===== src/dtcc_pkg.sv =====
// Shared constants and types for the transfer completion code reporter
`default_nettype none
package dtcc_pkg;
  // Interrupt codes
  localparam logic [7:0] CODE_SCSI_RST  = 8'h01;
  localparam logic [7:0] CODE_PE_DMA    = 8'h21;
  localparam logic [7:0] CODE_PE_MPU    = 8'h22;
  localparam logic [7:0] CODE_PE_SCSI   = 8'h24;
  localparam logic [7:0] CODE_PE_DMA_SC = 8'h25;
  localparam logic [7:0] CODE_PE_MPU_SC = 8'h26;
  localparam logic [7:0] CODE_OFS_ERR   = 8'h29;
  localparam logic [7:0] CODE_REQ_SHORT = 8'h2A;
  localparam logic [7:0] CODE_OFS_SHORT = 8'h2B;
  localparam logic [7:0] CODE_TIMEOUT   = 8'h2C;
  localparam logic [7:0] CODE_BUS_FREE  = 8'h31;
  localparam logic [7:0] CODE_PHASE_CHG = 8'h32;
  localparam logic [7:0] CODE_BAD_PHASE = 8'h54;
  localparam logic [7:0] CODE_MSG_RX    = 8'h55;
  localparam logic [7:0] CODE_STAT_RX   = 8'h56;
  localparam logic [7:0] CODE_MSG_FULL  = 8'h5D;
  localparam logic [7:0] CODE_STAT_FULL = 8'h5E;
  localparam logic [7:0] CODE_NORMAL    = 8'h60;
  localparam logic [7:0] CODE_ZERO_CNT  = 8'h65;
  localparam logic [7:0] CODE_PAUSE     = 8'h67;
  localparam logic [7:0] CODE_FREE_PRE  = 8'h70;
  // Step codes
  localparam logic [7:0] STEP_BEFORE    = 8'h00;
  localparam logic [7:0] STEP_DURING    = 8'h01;
  localparam logic [7:0] STEP_MANUAL    = 8'h02;
  localparam logic [7:0] STEP_LAST_ACK  = 8'h09;
  localparam logic [7:0] STEP_AUTO_ACK  = 8'h0A;
  // SCSI bus phase encodings (MSG, C/D, I/O)
  localparam logic [2:0] PH_DATA_OUT    = 3'h0;
  localparam logic [2:0] PH_STATUS      = 3'h3;
  localparam logic [2:0] PH_MSG_IN      = 3'h7;
  // Synchroniser width: SCSI reset and bus free pins
  localparam int unsigned SYNC_W        = 2;
  localparam int unsigned SYNC_RST_BIT  = 0;
  localparam int unsigned SYNC_FREE_BIT = 1;
  // Controller states, one-hot
  typedef enum logic [5:0] {
    ST_IDLE   = 6'h01,
    ST_WAIT   = 6'h02,
    ST_XFER   = 6'h04,
    ST_MSG_RX = 6'h08,
    ST_EXIT   = 6'h10,
    ST_REPORT = 6'h20
  } dtcc_state_type;
  // Whole state of the reporter
  typedef struct packed {
    dtcc_state_type st;
    logic [7:0]     code;
    logic [7:0]     step;
    logic           valid;
    logic           pend22;
    logic           pad;
    logic           atn;
    logic           pe_dma;
    logic           pe_mpu;
    logic           pe_scsi;
    logic           ofs_err;
    logic           req_short;
    logic           rx_status;
  } dtcc_regs_type;
endpackage : dtcc_pkg
`default_nettype wire


===== src/dtcc_report.sv =====
// Completion code reporter for send data transfer commands
`default_nettype none
module dtcc_report (
  // Clock and reset
  input  wire logic       core_clk_in,
  input  wire logic       rstn_in,
  // SCSI bus condition pins (asynchronous)
  input  wire logic       scsi_rst_pin_in,
  input  wire logic       bus_free_pin_in,
  // Command and mode controls from the sequencer
  input  wire logic       cmd_start_in,
  input  wire logic       count_zero_in,
  input  wire logic       auto_rx_mode_in,
  input  wire logic       auto_ack_mode_in,
  input  wire logic       sync_mode_in,
  // Transfer engine events
  input  wire logic       first_req_in,
  input  wire logic [2:0] phase_in,
  input  wire logic       rx_buf_full_in,
  input  wire logic       rx_byte_done_in,
  input  wire logic       phase_chg_in,
  input  wire logic       req_timeout_in,
  input  wire logic       pause_in,
  input  wire logic       xfer_done_in,
  input  wire logic       last_ack_rel_in,
  input  wire logic       exit_done_in,
  // Error detectors
  input  wire logic       dma_par_err_in,
  input  wire logic       mpu_par_err_in,
  input  wire logic       scsi_par_err_in,
  input  wire logic       reg_par_err_in,
  input  wire logic       offset_err_in,
  input  wire logic       req_short_in,
  // Host side
  input  wire logic       int_read_in,
  output logic      [7:0] int_code_out,
  output logic      [7:0] int_step_out,
  output logic            int_valid_out,
  // Bus and engine controls
  output logic            atn_out,
  output logic            padding_out,
  output logic            rx_accept_out,
  output logic            exit_req_out,
  output logic            busy_out
);
  import dtcc_pkg::*;

  dtcc_regs_type          r_r;
  dtcc_regs_type          r_nxt;
  logic [SYNC_W-1:0]      pins_s;
  logic                   scsi_rst_s;
  logic                   bus_free_s;
  logic [4:0]             errs;
  logic                   any_err;
  logic [7:0]             err_code;
  logic [7:0]             end_step;

  // Pin conditions cross into the core clock
  dtcc_sync u_sync (
    .core_clk_in (core_clk_in),
    .rstn_in     (rstn_in),
    .async_in    ({bus_free_pin_in, scsi_rst_pin_in}),
    .sync_out    (pins_s)
  );

  assign scsi_rst_s = pins_s[SYNC_RST_BIT];
  assign bus_free_s = pins_s[SYNC_FREE_BIT];

  // Combine latched errors into one code, paired faults first
  always_comb begin
    // Bits: DMA, MPU, SCSI, offset, short REQ; a last-cycle error counts
    errs     = {r_r.pe_dma | dma_par_err_in, r_r.pe_mpu | mpu_par_err_in,
                r_r.pe_scsi | scsi_par_err_in,
                r_r.ofs_err | (offset_err_in & sync_mode_in),
                r_r.req_short | req_short_in};
    any_err  = |errs;
    err_code = CODE_NORMAL;
    if (errs[4] && errs[2]) begin
      err_code = CODE_PE_DMA_SC;
    end else if (errs[3] && errs[2]) begin
      err_code = CODE_PE_MPU_SC;
    end else if (errs[1] && errs[0]) begin
      err_code = CODE_OFS_SHORT;
    end else if (errs[4]) begin
      err_code = CODE_PE_DMA;
    end else if (errs[3]) begin
      err_code = CODE_PE_MPU;
    end else if (errs[2]) begin
      err_code = CODE_PE_SCSI;
    end else if (errs[1]) begin
      err_code = CODE_OFS_ERR;
    end else if (errs[0]) begin
      err_code = CODE_REQ_SHORT;
    end
  end

  // Step for an ending transfer; padding never counts as auto ACK
  always_comb begin
    end_step = STEP_DURING;
    if (auto_ack_mode_in && last_ack_rel_in && !r_r.pad) begin
      end_step = any_err ? STEP_LAST_ACK : STEP_AUTO_ACK;
    end else if (!any_err) begin
      end_step = STEP_MANUAL;
    end
  end

  // Next state of the reporter
  always_comb begin
    r_nxt = r_r;
    // Register access parity is queued; a new event beats the clear
    r_nxt.pend22 = r_r.pend22 | reg_par_err_in;
    case (r_r.st)
      ST_IDLE: begin
        if (r_r.pend22) begin
          r_nxt.code   = CODE_PE_MPU;
          r_nxt.step   = STEP_BEFORE;
          r_nxt.valid  = 1'b1;
          r_nxt.pend22 = reg_par_err_in;
          r_nxt.st     = ST_REPORT;
        end else if (cmd_start_in) begin
          r_nxt.pad       = count_zero_in;
          r_nxt.atn       = 1'b0;
          r_nxt.pe_dma    = 1'b0;
          r_nxt.pe_mpu    = 1'b0;
          r_nxt.pe_scsi   = 1'b0;
          r_nxt.ofs_err   = 1'b0;
          r_nxt.req_short = 1'b0;
          r_nxt.st        = ST_WAIT;
        end
      end
      ST_WAIT: begin
        if (scsi_rst_s) begin
          r_nxt.code  = CODE_SCSI_RST;
          r_nxt.step  = STEP_BEFORE;
          r_nxt.valid = 1'b1;
          r_nxt.st    = ST_REPORT;
        end else if (bus_free_s && auto_rx_mode_in) begin
          r_nxt.code  = CODE_FREE_PRE;
          r_nxt.step  = STEP_BEFORE;
          r_nxt.valid = 1'b1;
          r_nxt.st    = ST_REPORT;
        end else if (first_req_in) begin
          r_nxt.step = STEP_DURING;
          if (phase_in == PH_DATA_OUT) begin
            r_nxt.st = ST_XFER;
          end else if (auto_rx_mode_in &&
                       (phase_in == PH_MSG_IN ||
                        phase_in == PH_STATUS)) begin
            r_nxt.rx_status = (phase_in == PH_STATUS);
            if (rx_buf_full_in) begin
              r_nxt.code  = (phase_in == PH_STATUS) ?
                            CODE_STAT_FULL : CODE_MSG_FULL;
              r_nxt.valid = 1'b1;
              r_nxt.st    = ST_REPORT;
            end else begin
              r_nxt.st = ST_MSG_RX;
            end
          end else begin
            r_nxt.code  = CODE_BAD_PHASE;
            r_nxt.valid = 1'b1;
            r_nxt.st    = ST_REPORT;
          end
        end
      end
      ST_MSG_RX: begin
        if (scsi_rst_s) begin
          r_nxt.code = CODE_SCSI_RST;
          r_nxt.step = STEP_DURING;
          r_nxt.st   = ST_EXIT;
        end else if (rx_byte_done_in) begin
          r_nxt.code  = r_r.rx_status ?
                        CODE_STAT_RX : CODE_MSG_RX;
          r_nxt.step  = STEP_DURING;
          r_nxt.valid = 1'b1;
          r_nxt.st    = ST_REPORT;
        end
      end
      ST_XFER: begin
        // Errors are latched, ATN goes up and the transfer goes on
        r_nxt.pe_dma    = r_r.pe_dma | dma_par_err_in;
        r_nxt.pe_mpu    = r_r.pe_mpu | mpu_par_err_in;
        r_nxt.pe_scsi   = r_r.pe_scsi | scsi_par_err_in;
        r_nxt.ofs_err   = r_r.ofs_err | (offset_err_in & sync_mode_in);
        r_nxt.req_short = r_r.req_short | req_short_in;
        if (dma_par_err_in || mpu_par_err_in || scsi_par_err_in ||
            (offset_err_in && sync_mode_in) || req_short_in) begin
          r_nxt.atn = 1'b1;
        end
        r_nxt.step = STEP_DURING;
        if (scsi_rst_s) begin
          r_nxt.code = CODE_SCSI_RST;
          r_nxt.st   = ST_EXIT;
        end else if (bus_free_s) begin
          r_nxt.code = CODE_BUS_FREE;
          r_nxt.st   = ST_EXIT;
        end else if (phase_chg_in) begin
          r_nxt.code = CODE_PHASE_CHG;
          r_nxt.st   = ST_EXIT;
        end else if (req_timeout_in && !sync_mode_in) begin
          r_nxt.code = CODE_TIMEOUT;
          r_nxt.st   = ST_EXIT;
        end else if (pause_in) begin
          r_nxt.code = CODE_PAUSE;
          r_nxt.st   = ST_EXIT;
        end else if (xfer_done_in) begin
          r_nxt.code  = err_code;
          r_nxt.step  = end_step;
          r_nxt.valid = 1'b1;
          r_nxt.atn   = 1'b0;
          r_nxt.pad   = 1'b0;
          r_nxt.st    = ST_REPORT;
        end else if (r_r.pad) begin
          r_nxt.pad = 1'b1;
        end
      end
      ST_EXIT: begin
        // Code waits unseen until the exit sequence has ended
        if (exit_done_in) begin
          r_nxt.valid = 1'b1;
          r_nxt.atn   = 1'b0;
          r_nxt.pad   = 1'b0;
          r_nxt.st    = ST_REPORT;
        end
      end
      ST_REPORT: begin
        if (int_read_in) begin
          if (r_r.pend22) begin
            r_nxt.code   = CODE_PE_MPU;
            r_nxt.step   = STEP_BEFORE;
            r_nxt.pend22 = reg_par_err_in;
          end else begin
            r_nxt.valid = 1'b0;
            r_nxt.st    = ST_IDLE;
          end
        end
      end
      default: begin
        r_nxt    = '0;
        r_nxt.st = ST_IDLE;
      end
    endcase
  end

  // State register
  always_ff @(posedge core_clk_in) begin
    if (!rstn_in) begin
      r_r    <= '0;
      r_r.st <= ST_IDLE;
    end else begin
      r_r <= r_nxt;
    end
  end

  // Outputs
  assign int_code_out  = r_r.code;
  assign int_step_out  = r_r.step;
  assign int_valid_out = r_r.valid;
  assign atn_out       = r_r.atn;
  assign padding_out   = r_r.pad;
  assign rx_accept_out = (r_r.st == ST_MSG_RX);
  assign exit_req_out  = (r_r.st == ST_EXIT);
  assign busy_out      = (r_r.st != ST_IDLE) && (r_r.st != ST_REPORT);

  // Checks
  a_report_hold: assert property (
    @(posedge core_clk_in) disable iff (!rstn_in)
    int_valid_out && !int_read_in
    |=> int_valid_out && $stable(int_code_out) && $stable(int_step_out))
    else $error("Report changed before it was read");
  a_timeout_exit: assert property (
    @(posedge core_clk_in) disable iff (!rstn_in)
    $rose(int_valid_out) && int_code_out == CODE_TIMEOUT
    |-> int_step_out == STEP_DURING && $past(exit_req_out))
    else $error("Timeout reported without exit or wrong step");
  a_free_exit: assert property (
    @(posedge core_clk_in) disable iff (!rstn_in)
    $rose(int_valid_out) && int_code_out == CODE_BUS_FREE
    |-> int_step_out == STEP_DURING && $past(exit_req_out))
    else $error("Bus free reported without exit processing");
  a_phase_exit: assert property (
    @(posedge core_clk_in) disable iff (!rstn_in)
    $rose(int_valid_out) && int_code_out == CODE_PHASE_CHG
    |-> $past(exit_req_out, 1))
    else $error("Phase change reported without exit processing");
  a_bad_phase: assert property (
    @(posedge core_clk_in) disable iff (!rstn_in)
    r_r.st == ST_WAIT && first_req_in && !auto_rx_mode_in
    && phase_in != PH_DATA_OUT && !scsi_rst_s
    |=> int_valid_out && int_code_out == CODE_BAD_PHASE)
    else $error("Wrong first phase not reported as 54H");
  a_rx_taken: assert property (
    @(posedge core_clk_in) disable iff (!rstn_in)
    $rose(int_valid_out) && (int_code_out == CODE_MSG_RX ||
    int_code_out == CODE_STAT_RX) |-> $past(rx_accept_out))
    else $error("Message or status reported without a byte taken");
  a_buf_refuse: assert property (
    @(posedge core_clk_in) disable iff (!rstn_in)
    $rose(int_valid_out) && (int_code_out == CODE_MSG_FULL ||
    int_code_out == CODE_STAT_FULL) |-> !$past(rx_accept_out)
    && $past(rx_buf_full_in))
    else $error("Full buffer code without a full buffer");
  a_normal_step: assert property (
    @(posedge core_clk_in) disable iff (!rstn_in)
    $rose(int_valid_out) && int_code_out == CODE_NORMAL
    |-> int_step_out == STEP_MANUAL || int_step_out == STEP_AUTO_ACK)
    else $error("Normal end with a wrong step");
  a_zero_pad: assert property (
    @(posedge core_clk_in) disable iff (!rstn_in)
    r_r.st == ST_IDLE && !r_r.pend22 && cmd_start_in && count_zero_in
    |=> padding_out ##0 int_code_out != CODE_ZERO_CNT)
    else $error("Zero count did not start padding");
  a_free_before: assert property (
    @(posedge core_clk_in) disable iff (!rstn_in)
    $rose(int_valid_out) && int_code_out == CODE_FREE_PRE
    |-> int_step_out == STEP_BEFORE && $past(auto_rx_mode_in))
    else $error("70H reported outside auto receive mode");
  a_err_atn: assert property (
    @(posedge core_clk_in) disable iff (!rstn_in)
    r_r.st == ST_XFER && (dma_par_err_in || scsi_par_err_in || req_short_in)
    |=> atn_out)
    else $error("ATN not raised on a transfer error");
  c_normal_end: cover property (@(posedge core_clk_in) disable iff (!rstn_in)
    $rose(int_valid_out) && int_code_out == CODE_NORMAL);
  c_exit_report: cover property (@(posedge core_clk_in) disable iff (!rstn_in)
    exit_req_out ##1 $rose(int_valid_out));
  c_pend22: cover property (@(posedge core_clk_in) disable iff (!rstn_in)
    int_valid_out && int_read_in ##1 int_step_out == STEP_BEFORE);
endmodule // dtcc_report
`default_nettype wire


===== src/dtcc_sync.sv =====
// Two-flop synchroniser for the asynchronous SCSI bus condition pins
`default_nettype none
module dtcc_sync (
  // Clock and reset
  input  wire logic                       core_clk_in,
  input  wire logic                       rstn_in,
  // Pin side
  input  wire logic [dtcc_pkg::SYNC_W-1:0] async_in,
  // Core side
  output logic      [dtcc_pkg::SYNC_W-1:0] sync_out
);
  import dtcc_pkg::*;

  typedef struct packed {
    logic [SYNC_W-1:0] meta;
    logic [SYNC_W-1:0] stable;
  } dtcc_sync_type;

  dtcc_sync_type r_r;
  dtcc_sync_type r_nxt;

  // First stage feeds only the second stage
  always_comb begin
    r_nxt.meta   = async_in;
    r_nxt.stable = r_r.meta;
  end

  // Register the stages
  always_ff @(posedge core_clk_in) begin
    if (!rstn_in) begin
      r_r <= '0;
    end else begin
      r_r <= r_nxt;
    end
  end

  assign sync_out = r_r.stable;
endmodule // dtcc_sync
`default_nettype wire


===== config.mk =====
export PLATFORM = sky130hd
export DESIGN_NAME = dtcc_report
export DESIGN_NICKNAME = d
export VERILOG_FILES = /design/src/dtcc_pkg.sv /design/src/dtcc_report.sv /design/src/dtcc_sync.sv
export SDC_FILE = /design/constraint.sdc
export NUM_CORES = 1
export LEC_CHECK = 0
export BUFFER_PORTS_ARGS = -buffer_cell sky130_fd_sc_hd__buf_2
export CORE_MARGIN = 1
export CORE_UTILIZATION = 54
export DETAILED_ROUTE_END_ITERATION = 10
export GPL_ROUTABILITY_DRIVEN = 0
export MAX_ROUTING_LAYER = met4
export PLACE_DENSITY = 0.81
export SYNTH_ARGS = -nofsm -noshare
export SYNTH_HDL_FRONTEND = slang
export SYNTH_SLANG_ARGS = --single-unit

===== constraint.sdc =====
create_clock -name core_clk_in -period 2.9 [get_ports core_clk_in]
set_input_delay 0 -clock core_clk_in [delete_from_list [all_inputs] [get_ports core_clk_in]]
set_output_delay 0 -clock core_clk_in [all_outputs]
set_load 0.01 [all_outputs]

* After elaboration in Yosys (flattened, before gate mapping)
Index checks and enable logic that the tools add are counted.
** Word-level totals
- Flip-flop bits (word level) :: 36
- Bits of input ports :: 28
- Output and inout bits :: 22
- Word-level logic and storage cells :: 165
** Cells by class
- Equal/unequal tests :: 36
- Muxes and demuxes :: 72
- Bitwise operators :: 11
- Reductions and logical operators :: 31
** Operators with widths (number)
- $mux W23 :: 5
- $pmux W16 S6 :: 1
- $mux W14 :: 6
- $mux W7 :: 10
- $mux W9 :: 5
- $ne A2 B2 Y1 const B :: 20
- $mux W6 :: 6
- $pmux W6 S6 :: 1
- $mux W24 :: 1
- $mux W22 :: 1
- $mux W2 :: 10
- $mux W18 :: 1
- $reduce_and A9 Y1 :: 2
- $mux W1 :: 16
- $mux W16 :: 1
- $mux W8 :: 2
- $pmux W5 S3 :: 1
- $reduce_and A15 Y1 :: 1
- $reduce_and A6 Y1 :: 2
- $logic_and A1 B1 Y1 :: 10
- $reduce_or A5 Y1 :: 2
- $ne A4 B3 Y1 const B :: 2
- $pmux W2 S4 :: 1
- $reduce_or A4 Y1 :: 2
- 28 further kinds :: 41

* Depth between registers and ports, before layout
Gate-level depths: netlist of run 1.
- Word-level depth :: 16
- Depth in mapped cells :: 7
- Mapped depth without buffers :: 5

* By module
A second synthesis of run 1 with hierarchy kept.
** Unflattened totals
- Cell total of the unflattened synthesis :: 242
- Area total of the unflattened synthesis :: 1956.9 um^2
** By module, submodules not included
- dtcc_report :: instances 1, cells an instance 234, area each 1851.8 um^2, seq. area each 520.5 um^2
- dtcc_sync :: instances 1, cells an instance 8, area each 105.1 um^2, seq. area each 80.1 um^2

* Least setup slack after synthesis of run 1
No wires, ideal clock.
- Path kind :: register to register
- From :: register r_r[30] (netlist name)
- To :: register r_r (netlist bit int_code_out[1])
- Setup time :: 0.091 ns
- Data arrival time :: 1.969 ns
- Path slack :: 0.839 ns
- Stages on the path, launching flop included :: 7
- Cells stage by stage :: dfxtp_1 -> buf_6 -> or4_4 -> or4_4 -> o211a_4 -> and2_4 -> a311oi_1
** On the way
- Cells in the longest elaborated chain, start to end :: 3
- Elaborated cells on any way between the ends :: 17
- Classes of those cells :: 14 x eq/ne; 1 x mux; 1 x bitwise; 1 x reduce/logical
** RTL lines
- start: declaration :: RTL line dtcc_report.sv:48 : dtcc_regs_type r_r;
- start signal: assignment :: RTL line dtcc_report.sv:250 : r_r <= r_nxt;
- $eq A6 B3 Y1, or another cell as far along :: RTL line dtcc_report.sv:112 : case (r_r.st)
- $ne A7 B5 Y1 (no source line), or another cell as far along
- $reduce_and A9 Y1 (no source line)
Parallel ways exist; a longest one is shown, timed or not.
A chain may end at the register's enable or synchronous reset.

* Final worst setup path of run 1
- From :: register r_r[28] (netlist name)
- To :: register r_r (netlist bit int_step_out[3])
** On the way
- Cells in the longest elaborated chain, start to end :: 3
- Elaborated cells on any way between the ends :: 14
- Classes of those cells :: 11 x eq/ne; 1 x mux; 1 x bitwise; 1 x reduce/logical
** RTL lines (RTL line)
- $eq A6 B2 Y1, or another cell as far along :: dtcc_report.sv:112
- $ne A4 B3 Y1 (no source line), or another cell as far along
- $reduce_and A6 Y1 (no source line)
Parallel ways exist; a longest one is shown, timed or not.

==> key figures, run 1 <==
Critical path
  – Worst setup path start: r_r[28]
  – Buffers and inverters on the worst path: 1
  – Critical Path Fanout Max: 11
  – CP cell instances: nor3b_1 > and2_1 > and3_1 > nand4b_1 > dlygate4sd3_1 > a21oi_1
  – Arrival time of the worst setup path: 2790 ps
  – Crit path launch type: flop
  – Kind of critical path: flop to flop
  – Slowest cell delay on critical path: approximately 570 ps
  – Worst path top cell family by delay: simple AND/OR/NAND/NOR gates
  – Worst setup EP type: flop
  – FF-to-FF Start: r_r[28]
  – Crit path required time: around 3100 ps
  – Max stage delay cell, worst path: dlygate4sd3_1

Synthesis
  – Synth warn: 0
  – Post-synth top area cell: dfxtp_1
  – Cells after synthesis: 265
  – Synth Flop Type: dfxtp_1
  – Post-synthesis sequential area ratio: 29.2%
  – Number of enable flip-flop cells after synthesis: 0
  – Top-count cell post-synth: dfxtp_1
  – Post-Syn Area: about 2100 µm²
  – Seq cells post-synth: 30
  – Async set-reset flop share out of synthesis: 0%
  – Avg Inst Size Synth: 7.77 µm²
  – Synth area leaders: dfxtp_1 29%, buf_4 6.2%, a21oi_1 4.9%
  – Top cells by count, synth: 30 x dfxtp_1, 20 x a21oi_1, 18 x nand2_1, 18 x nor2_1, 17 x buf_4
  – Netlist cell types: 61
  – Synth top area share: 29.2%

Placed design
  – Hpwl dp: 4.15 mm
  – IO Port Bufs: 43

Clock tree
  – Htree depth: 2
  – Worst-Skew Late Latency: between 200 and 300 ps
  – Root buf cell: clkbuf_8
  – Post-cts resize count: 0
  – Max Root-Sink Buffers: 2
  – CTS sink cnt: 30
  – CTS tree: yes
  – TritonCTS Buffers: 5
  – Worst-path clk slew: around 70 ps
  – Setup Fix Bufs, Post-CTS: 0
  – Hold-fix buffers, CTS: 8

Final layout
  – Nets@finish: around 330
  – Filler cell count in the final layout: 342
  – Diode count: 0
  – Area grow syn2layout: 13.6%
  – Post-layout util: between 60 and 70%
  – Layout cells sized above 1: around 19%

Route
  – Antenna-violating nets left: 0
  – WL per Instance: ~16 µm
  – DRT Wirelength: around 5.6 mm
  – Drt first pass iters: 8
  – DRT iter0 DRCs: 177
  – Vias: approximately 2200
  – Vias per cell: around 6.3
  – Residual DRC: 1

Global routing
  – Largest net degree at the start of global routing: 20
  – Gr usage total: 30.8%
  – Antenna violations before repair: 0
  – Grt ovf: 0
  – Vias in the first global route: 2000
  – Global-route wire length before repair: 9.37 mm

Timing
  – Worst-Margin Slew: 679 ps
  – Fmax: around 0.39 GHz
  – Clk_skew: roughly 7.1 ps
  – Final hold viol count: 0
  – Final setup viols: 0
  – Pins Over Slew Limit: 0
  – Fin crit period: between 2000 and 3000 ps
  – Relative slew slack: 54.1%
  – Period utilisation layout: approximately nine tenths
  – Setup TNS Final: 0 ps
  – RSZ-0062 raised after global routing: false

Floorplan
  – IO Pins: 50
  – Initial Util: between 50% and 60%
  – Total core area: between 3000 and 4000 µm²
  – DIE AREA: between 4000 and 5000 µm²
  – Num rows: 22
  – Die width: 63.8 µm
  – Die H: approximately 64 µm

Min path
  – Hold Startpoint: mpu_par_err_in
  – Hold Crit Class: input port to flop

Job
  – Maxcap violations: 0

Pwr
  – VDD IR max: between 0.3 and 0.4 mV
  – Leakage: roughly 0.00095 µW
  – PD cells: about 540 nW/µm²

Outcome
  – Failing checks: DRC
  – Status: complete, but fails checks
## per-layer routing
metal / vias up / share of wire, % / global-route usage (%)
li1: 1052 / - / -
met1: 994 / 42 / 40.0
met2: 119 / 46 / 46.9
met3: 9 / 9.9 / 6.61
met4: 0 / 1.4 / 11.4
met5: - / 0 / -
## logic make-up after synthesis
| group | count (synthesis) | share of synthesized area [%] |
|---|---|---|
| AO/OA/AOI/OAI | 75 | 25.8 |
| other | 1 | 0.182 |
| buffers and inverters | 36 | 10.1 |
| adder cells (fa/ha/maj) | 1 | 0.486 |
| AND/OR/NAND/NOR | 118 | 32.6 |
| flip-flops | 30 | 29.2 |
| multiplexers | 1 | 0.486 |
| XOR/XNOR | 3 | 1.28 |
## sequential cells by signal (all words and copies together) (netlist names)
name,count
int_valid_out,1
padding_out,1
u_sync.sync_out,2
int_step_out,3
int_code_out,7
r_r,13
u_sync.r_nxt,2
atn_out,1
## worst paths after layout
kind	to	cells after the start	slack (ps)
worst min-delay path	r_r[4]	3	20
worst max-delay path	int_step_out[3]	6	320
worst max register to register	int_step_out[3]	6	320
worst min register to register	u_sync.sync_out[0]	1	430
## final cells by class
type	instances	area [µm²]	area share [%]
multi-input combinational	204	1270	54.3
sequential	30	601	25.7
timing repair buffer	51	295	12.6
clock buffer	7	86.3	3.69
tap	48	60.1	2.57
inverter	6	22.5	0.963
clock inverter	1	5.00	0.214
## layout by cell type (no fill, tap or decap), drive strengths merged, types with 3 or more instances in the layout
cell / n
a211oi: 5
a22oi: 6
o221ai: 3
nor4b: 3
or4: 4
conb: 6
nand3: 14
dfxtp: 30
nor4: 7
nor2b: 7
nor2: 18
o211ai: 3
buf: 43
xor2: 3
o21ai: 8
nand2: 18
inv: 5
and2: 7
dlygate4sd3: 8
nand4: 6
nand4b: 3
o2111ai: 3
nand2b: 3
and3: 5
nor3: 12
o21a: 4
a21oi: 20
clkbuf: 7
## through the flow
| step | power [µW] | cell area [µm²] | hold WS (ps) | setup slack [ps] | std cells |
|---|---|---|---|---|---|
| 4_1_cts | 1260 | 2340 | 10.9 | 340 | 347 |
| 3_5_place_dp | 901 | 2170 | 209 | 620 | 331 |
| 2_1_floorplan | 815 | 2080 | 127 | 839 | 270 |
| 5_1_grt | 1340 | 2340 | 48.1 | 108 | 347 |
| 3_3_place_gp | 894 | 2170 | 208 | 749 | 331 |
| 6_report | 1260 | 2340 | 15.2 | 318 | 347 |
## tightest hold or removal path: stages
cell and delay (ps):
buf_2 110, a22oi_1 80, nor2_1 70
## where the power goes
part / internal [µW] / leakage [µW] / switching (µW) / total [µW]
clock: 191 / 0.0000482 / 161 / 352
sequential: 455 / 0.000245 / 44.0 / 499
combinational: 172 / 0.000656 / 240 / 412
Note: power is estimated with default switching activity, not from simulation.
==> run 2, diff against run 1 <==
--- a/config.mk
+++ b/config.mk
@@ -6,7 +6,7 @@
 export NUM_CORES = 1
 export LEC_CHECK = 0
 export BUFFER_PORTS_ARGS = -buffer_cell sky130_fd_sc_hd__buf_2
-export CORE_MARGIN = 1
+export CORE_MARGIN = 2
 export CORE_UTILIZATION = 54
 export DETAILED_ROUTE_END_ITERATION = 10
 export GPL_ROUTABILITY_DRIVEN = 0
==> run 2 against run 1 <==
The run ends with hold timing left; die area up 6.4%; clock-buffer cell count down 1; combinational power about the same; highest routed layer unchanged; maximum frequency up 12%; clock power up 20%.
==> key figures, run 2 (same netlist as run 1, synthesis figures left out) <==
Outcome
  – Status: complete, but fails checks (unchanged)
  – Failing checks: hold timing (was DRC)

Global routing
  – Grt ovf: 0 (unchanged)
  – Vias in the first global route: 2012 (was 2000)
  – Global-route wire length before repair: 9.46 mm (was 9.37 mm)
  – Largest net degree at the start of global routing: 20 (unchanged)
  – Antenna violations before repair: 0 (unchanged)
  – Gr usage total: 29.5% (was 30.8%)

Clock tree
  – Htree depth: 2 (unchanged)
  – Worst-path clk slew: 70 ps (about the same)
  – Post-cts resize count: 0 (unchanged)
  – Worst-Skew Late Latency: 290 ps (about the same)
  – Max Root-Sink Buffers: 2 (unchanged)
  – Setup Fix Bufs, Post-CTS: 0 (unchanged)
  – Root buf cell: clkbuf_8 (unchanged)
  – CTS tree: yes (unchanged)
  – Hold-fix buffers, CTS: 4 (was 8)
  – CTS sink cnt: 30 (unchanged)
  – TritonCTS Buffers: 5 (unchanged)

Critical path
  – Worst setup path end: int_code_out[2] (was int_step_out[3])
  – Arrival time of the worst setup path: 2510 ps (was 2790 ps)
  – R2R depth: 5 (was 6)
  – Crit path launch type: flop (unchanged)
  – Kind of critical path: flop to flop (unchanged)
  – FF-to-FF Start: r_r[26] (was r_r[28])
  – Critical Path Fanout Max: 12 (was 11)
  – Worst setup EP type: flop (unchanged)
  – Worst setup path start: r_r[26] (was r_r[28])
  – Reg-to-Reg End: int_code_out[2] (was int_step_out[3])
  – R2R Setup Slk: 590 ps (was 320 ps)
  – Crit path required time: 3090 ps (was 3110 ps)

Job
  – Maxcap violations: 0 (unchanged)

Final layout
  – Layout cells sized above 1: 19.7% (was 19.4%)
  – Nets@finish: 322 (was 326)
  – Max reg flops: 13 (unchanged)
  – Top reg by flops: r_r (unchanged)
  – Commonest non-fill, non-tap cell in the layout: buf_2 (unchanged)
  – Area grow syn2layout: 12.6% (was 13.6%)
  – Post-layout util: 63.3% (was 63.9%)
  – Diode count: 0 (unchanged)
  – Most frequent cells in the layout: 43 x buf_2, 30 x dfxtp_1, 20 x a21oi_1 (unchanged)

Floorplan
  – DIE AREA: 4320 µm² (was 4060 µm²)
  – Total core area: 3660 µm² (unchanged)
  – Initial Util: 56.3% (unchanged)
  – IO Pins: 50 (unchanged)
  – Die H: 65.8 µm (was 63.8 µm)
  – Num rows: 22 (unchanged)
  – Die width: 65.8 µm (was 63.8 µm)

Route
  – Vias: 2219 (was 2174)
  – Vias per cell: 6.47 (was 6.27)
  – Drt first pass iters: 5 (was 8)
  – DRT Wirelength: 5.72 mm (was 5.64 mm)
  – Residual DRC: 0 (was 1)
  – DRT iter0 DRCs: 223 (was 177)
  – Antenna-violating nets left: 0 (unchanged)
  – WL per Instance: 16.7 µm (was 16.3 µm)

Pwr
  – VDD IR max: 0.466 mV (was 0.308 mV)
  – PD cells: 575 nW/µm² (was 540 nW/µm²)
  – Leakage: 0.000938 µW (was 0.000948 µW)

Timing
  – Worst-Margin Slew: 662 ps (was 679 ps)
  – Period utilisation layout: 79.8% (was 89.0%)
  – Final hold viol count: 1 (was 0)
  – Worst Hold Slack: -2.46 ps (was 15.2 ps)
  – RSZ-0062 raised after global routing: false (unchanged)
  – Fmax: 0.432 GHz (was 0.387 GHz)
  – Clk_skew: 8.00 ps (was 7.12 ps)
  – Final setup viols: 0 (unchanged)
  – Fin crit period: 2310 ps (was 2580 ps)
  – Relative slew slack: 55.3% (was 54.1%)
  – Setup TNS Final: 0 ps (unchanged)
  – Pins Over Slew Limit: 0 (unchanged)

Min path
  – Hold Crit Class: input port to flop (unchanged)

Placed design
  – Hpwl dp: 4.32 mm (was 4.15 mm)
  – IO Port Bufs: 43 (unchanged)
[run 2: cell count changes in the layout (fill, tap and decap cells not counted), sizes merged]
cell         before  now
clkbuf            7    6
clkinvlp          0    1
dlygate4sd3       8    4
clkinv            2    1
bufinv            0    1
[run 2: through the flow]
stage	cells	worst slack (ps)	power, µW	instance area (µm²)
floorplan	270	839	815	2080
global placement	331	717	897	2170
detailed placement	331	628	903	2170
CTS	343	633	1320	2320
global route	343	412	1410	2320
finish	343	585	1330	2320
[run 2: final cells by class]
class                   instances  area [µm²]
clock buffers                   6        72.6
clock inverters                 2        37.5
multi-input cells             204        1270
flip-flops and latches         30         601
inverters                       6        22.5
repair buffers                 47         255
fillers                       349        1340
well taps                      48        60.1
[run 2: worst min-delay path by stage]
| stage | start | to | cells past startpoint |
|---|---|---|---|
| finish | last_ack_rel_in | int_step_out[3] | 3 |
| global route | last_ack_rel_in | int_step_out[3] | 3 |
| CTS | last_ack_rel_in | int_step_out[3] | 3 |
| detailed placement | bus_free_pin_in | u_sync.r_nxt[1] | 2 |
| global placement | scsi_rst_pin_in | u_sync.r_nxt[0] | 2 |
| floorplan | scsi_rst_pin_in | u_sync.r_nxt[0] | 1 |
[run 2: worst max-delay path: stages (launching register included)]
cell      delay [ps]
dfxtp_1          420
nor4b_1          640
nand2_1          320
o221a_2          430
and2_4           200
a211oi_1         200
[run 2: metal layers]
| metal | track usage (%) | share of wire [%] | vias up |
|---|---|---|---|
| li1 | - | - | 1047 |
| met1 | 38.5 | 41 | 1004 |
| met2 | 43.3 | 44 | 149 |
| met3 | 7.02 | 13 | 19 |
| met4 | 12.8 | 2.7 | 0 |
| met5 | - | 0 | - |
[run 2: report_power, final]
group | internal (µW) | leakage (µW) | switching [µW]
logic | 169 | 0.000642 | 241
registers | 455 | 0.000245 | 44.4
clock network | 256 | 0.0000514 | 168
==> run 3, diff against run 2 <==
==> constraint.sdc (replaced) <==
create_clock -name core_clk_in -period 2.4 [get_ports core_clk_in]
set_input_delay 0 -clock core_clk_in [delete_from_list [all_inputs] [get_ports core_clk_in]]
set_output_delay 0 -clock core_clk_in [all_outputs]
set_load 0.01 [all_outputs]
==> run 3 against run 2 <==
The run now ends clean; clock skew fell by 2.0 ps; wire length increased by 2.7%; register-to-register slack worse by 370 ps; maximum frequency up 6.2%; via count increased by 3.7%; non-clock buffer count rose by 9.
==> key figures, run 3 (same netlist as run 1, synthesis figures left out) <==
Floorplan
  – Die H: 65.8 µm (unchanged)
  – DIE AREA: 4320 µm² (unchanged)
  – Num rows: 22 (unchanged)
  – Die width: 65.8 µm (unchanged)
  – Initial Util: 56.3% (unchanged)
  – Total core area: 3660 µm² (unchanged)
  – IO Pins: 50 (unchanged)

Min path
  – Hold Startpoint: auto_ack_mode_in (was last_ack_rel_in)
  – Hold Crit Class: input port to flop (unchanged)

Final layout
  – Nets@finish: 331 (was 322)
  – Filler cell count in the final layout: 337 (was 349)
  – Diode count: 0 (unchanged)
  – Most frequent cells in the layout: 43 x buf_2, 30 x dfxtp_1, 20 x a21oi_1 (unchanged)
  – Post-layout util: 64.7% (was 63.3%)
  – Commonest non-fill, non-tap cell in the layout: buf_2 (unchanged)
  – Max reg flops: 13 (unchanged)
  – Area grow syn2layout: 15.1% (was 12.6%)
  – Top reg by flops: r_r (unchanged)
  – Layout cells sized above 1: 21.7% (was 19.7%)
  – Fin area: 2370 µm² (was 2320 µm²)

Route
  – Residual DRC: 0 (unchanged)
  – DRT iter0 DRCs: 210 (was 223)
  – WL per Instance: 16.7 µm (about the same)
  – DRT Wirelength: 5.88 mm (was 5.72 mm)
  – Vias: 2302 (was 2219)
  – Drt first pass iters: 6 (was 5)
  – Antenna-violating nets left: 0 (unchanged)
  – Vias per cell: 6.54 (was 6.47)

Timing
  – Worst Hold Slack: 6.80 ps (was -2.46 ps)
  – Period utilisation layout: 90.8% (was 79.8%)
  – Relative slew slack: 61.0% (was 55.3%)
  – Worst-Margin Slew: 581 ps (was 662 ps)
  – Fin crit period: 2180 ps (was 2310 ps)
  – Setup TNS Final: 0 ps (unchanged)
  – Clk_skew: 5.96 ps (was 8.00 ps)
  – Final hold viol count: 0 (was 1)
  – RSZ-0062 raised after global routing: false (unchanged)
  – Pins Over Slew Limit: 0 (unchanged)
  – Final setup viols: 0 (unchanged)
  – Fmax: 0.459 GHz (was 0.432 GHz)

Clock tree
  – Root buf cell: clkbuf_8 (unchanged)
  – CTS tree: yes (unchanged)
  – Max Root-Sink Buffers: 2 (unchanged)
  – TritonCTS Buffers: 5 (unchanged)
  – CTS sink cnt: 30 (unchanged)
  – Post-cts resize count: 0 (unchanged)
  – Htree depth: 2 (unchanged)
  – Setup Fix Bufs, Post-CTS: 0 (unchanged)
  – Worst-path clk slew: 70 ps (about the same)
  – Hold-fix buffers, CTS: 5 (was 4)
  – Worst-Skew Late Latency: 280 ps (was 290 ps)

Job
  – Maxcap violations: 0 (unchanged)

Placed design
  – Hpwl dp: 4.39 mm (was 4.32 mm)
  – IO Port Bufs: 43 (unchanged)
  – Placed instance area: 2230 µm² (was 2170 µm²)

Global routing
  – Grt ovf: 0 (unchanged)
  – Antenna violations before repair: 0 (unchanged)
  – Gr usage total: 29.9% (was 29.5%)
  – Vias in the first global route: 2043 (was 2012)
  – Largest net degree at the start of global routing: 20 (unchanged)
  – Global-route wire length before repair: 9.60 mm (was 9.46 mm)

Critical path
  – Worst setup EP type: flop (unchanged)
  – CP cell instances: or4_4 > or4_4 > o211a_4 > and2_4 > a311oi_1 (was nor4b_1 > nand2_1 > o221a_2 > and2_4 > a211oi_1)
  – Crit path required time: 2580 ps (was 3090 ps)
  – Kind of critical path: flop to flop (unchanged)
  – Crit path launch type: flop (unchanged)
  – CP most frequent cell: or4_4
  – Buffers and inverters on the worst path: 0 (unchanged)
  – Worst setup path start: r_r[30] (was r_r[26])
  – FF-to-FF Start: r_r[30] (was r_r[26])
  – Max stage delay cell, worst path: or4_4 (was nor4b_1)
  – Worst path top cell family by delay: simple AND/OR/NAND/NOR gates (unchanged)
  – Arrival time of the worst setup path: 2360 ps (was 2510 ps)
  – Critical Path Fanout Max: 9 (was 12)
  – Slowest cell delay on critical path: 590 ps (was 640 ps)

Pwr
  – Leakage: 0.000978 µW (was 0.000938 µW)
  – VDD IR max: 0.357 mV (was 0.466 mV)
  – PD cells: 653 nW/µm² (was 575 nW/µm²)

Outcome
  – Status: completed (was complete, but fails checks)
## run 3: area by class of cell
| type | count | area (µm²) | share of cell area (%) |
|---|---|---|---|
| clock inverter | 1 | 5.00 | 0.211 |
| clock buffer | 7 | 86.3 | 3.64 |
| multi-input combinational | 204 | 1270 | 53.6 |
| tap | 48 | 60.1 | 2.53 |
| inverter | 6 | 22.5 | 0.950 |
| sequential | 30 | 601 | 25.3 |
| timing repair buffer | 56 | 325 | 13.7 |
## run 3: path summary, 6_finish.rpt
path / endpoint / slack [ps] / cells after the start
hold / removal: int_step_out[3] / 7 / 3
setup / recovery: int_code_out[1] / 220 / 5
hold reg to reg: u_sync.sync_out[0] / 430 / 1
setup reg to reg: int_code_out[1] / 220 / 5
## run 3: stage by stage
step | setup slack, ps | total power [µW] | std cells
after global placement | 306 | 1110 | 339
after floorplan | 339 | 984 | 270
after detailed placement | 259 | 1110 | 339
after CTS | 241 | 1540 | 352
final | 220 | 1550 | 352
after global routing | 129 | 1630 | 352
## run 3: worst min-delay path, cell delays in order
cell,delay (ps)
buf_2,100
nand4b_1,80
a21oi_1,60
## run 3: report_power, final
part | total [µW] | internal (µW) | switching (µW) | leakage (µW)
clock | 421 | 231 | 190 | 0.0000482
sequential | 591 | 550 | 41.6 | 0.000245
combinational | 534 | 225 | 309 | 0.000686
## run 3: routing by layer
layer | global-route usage, % | vias to the layer above | wire length (µm)
met1 | 38.8 | 1044 | 2460
met3 | 6.68 | 27 | 666
li1 | - | 1064 | -
met4 | 13.3 | 0 | 185
met5 | - | - | 0
met2 | 44.3 | 167 | 2560
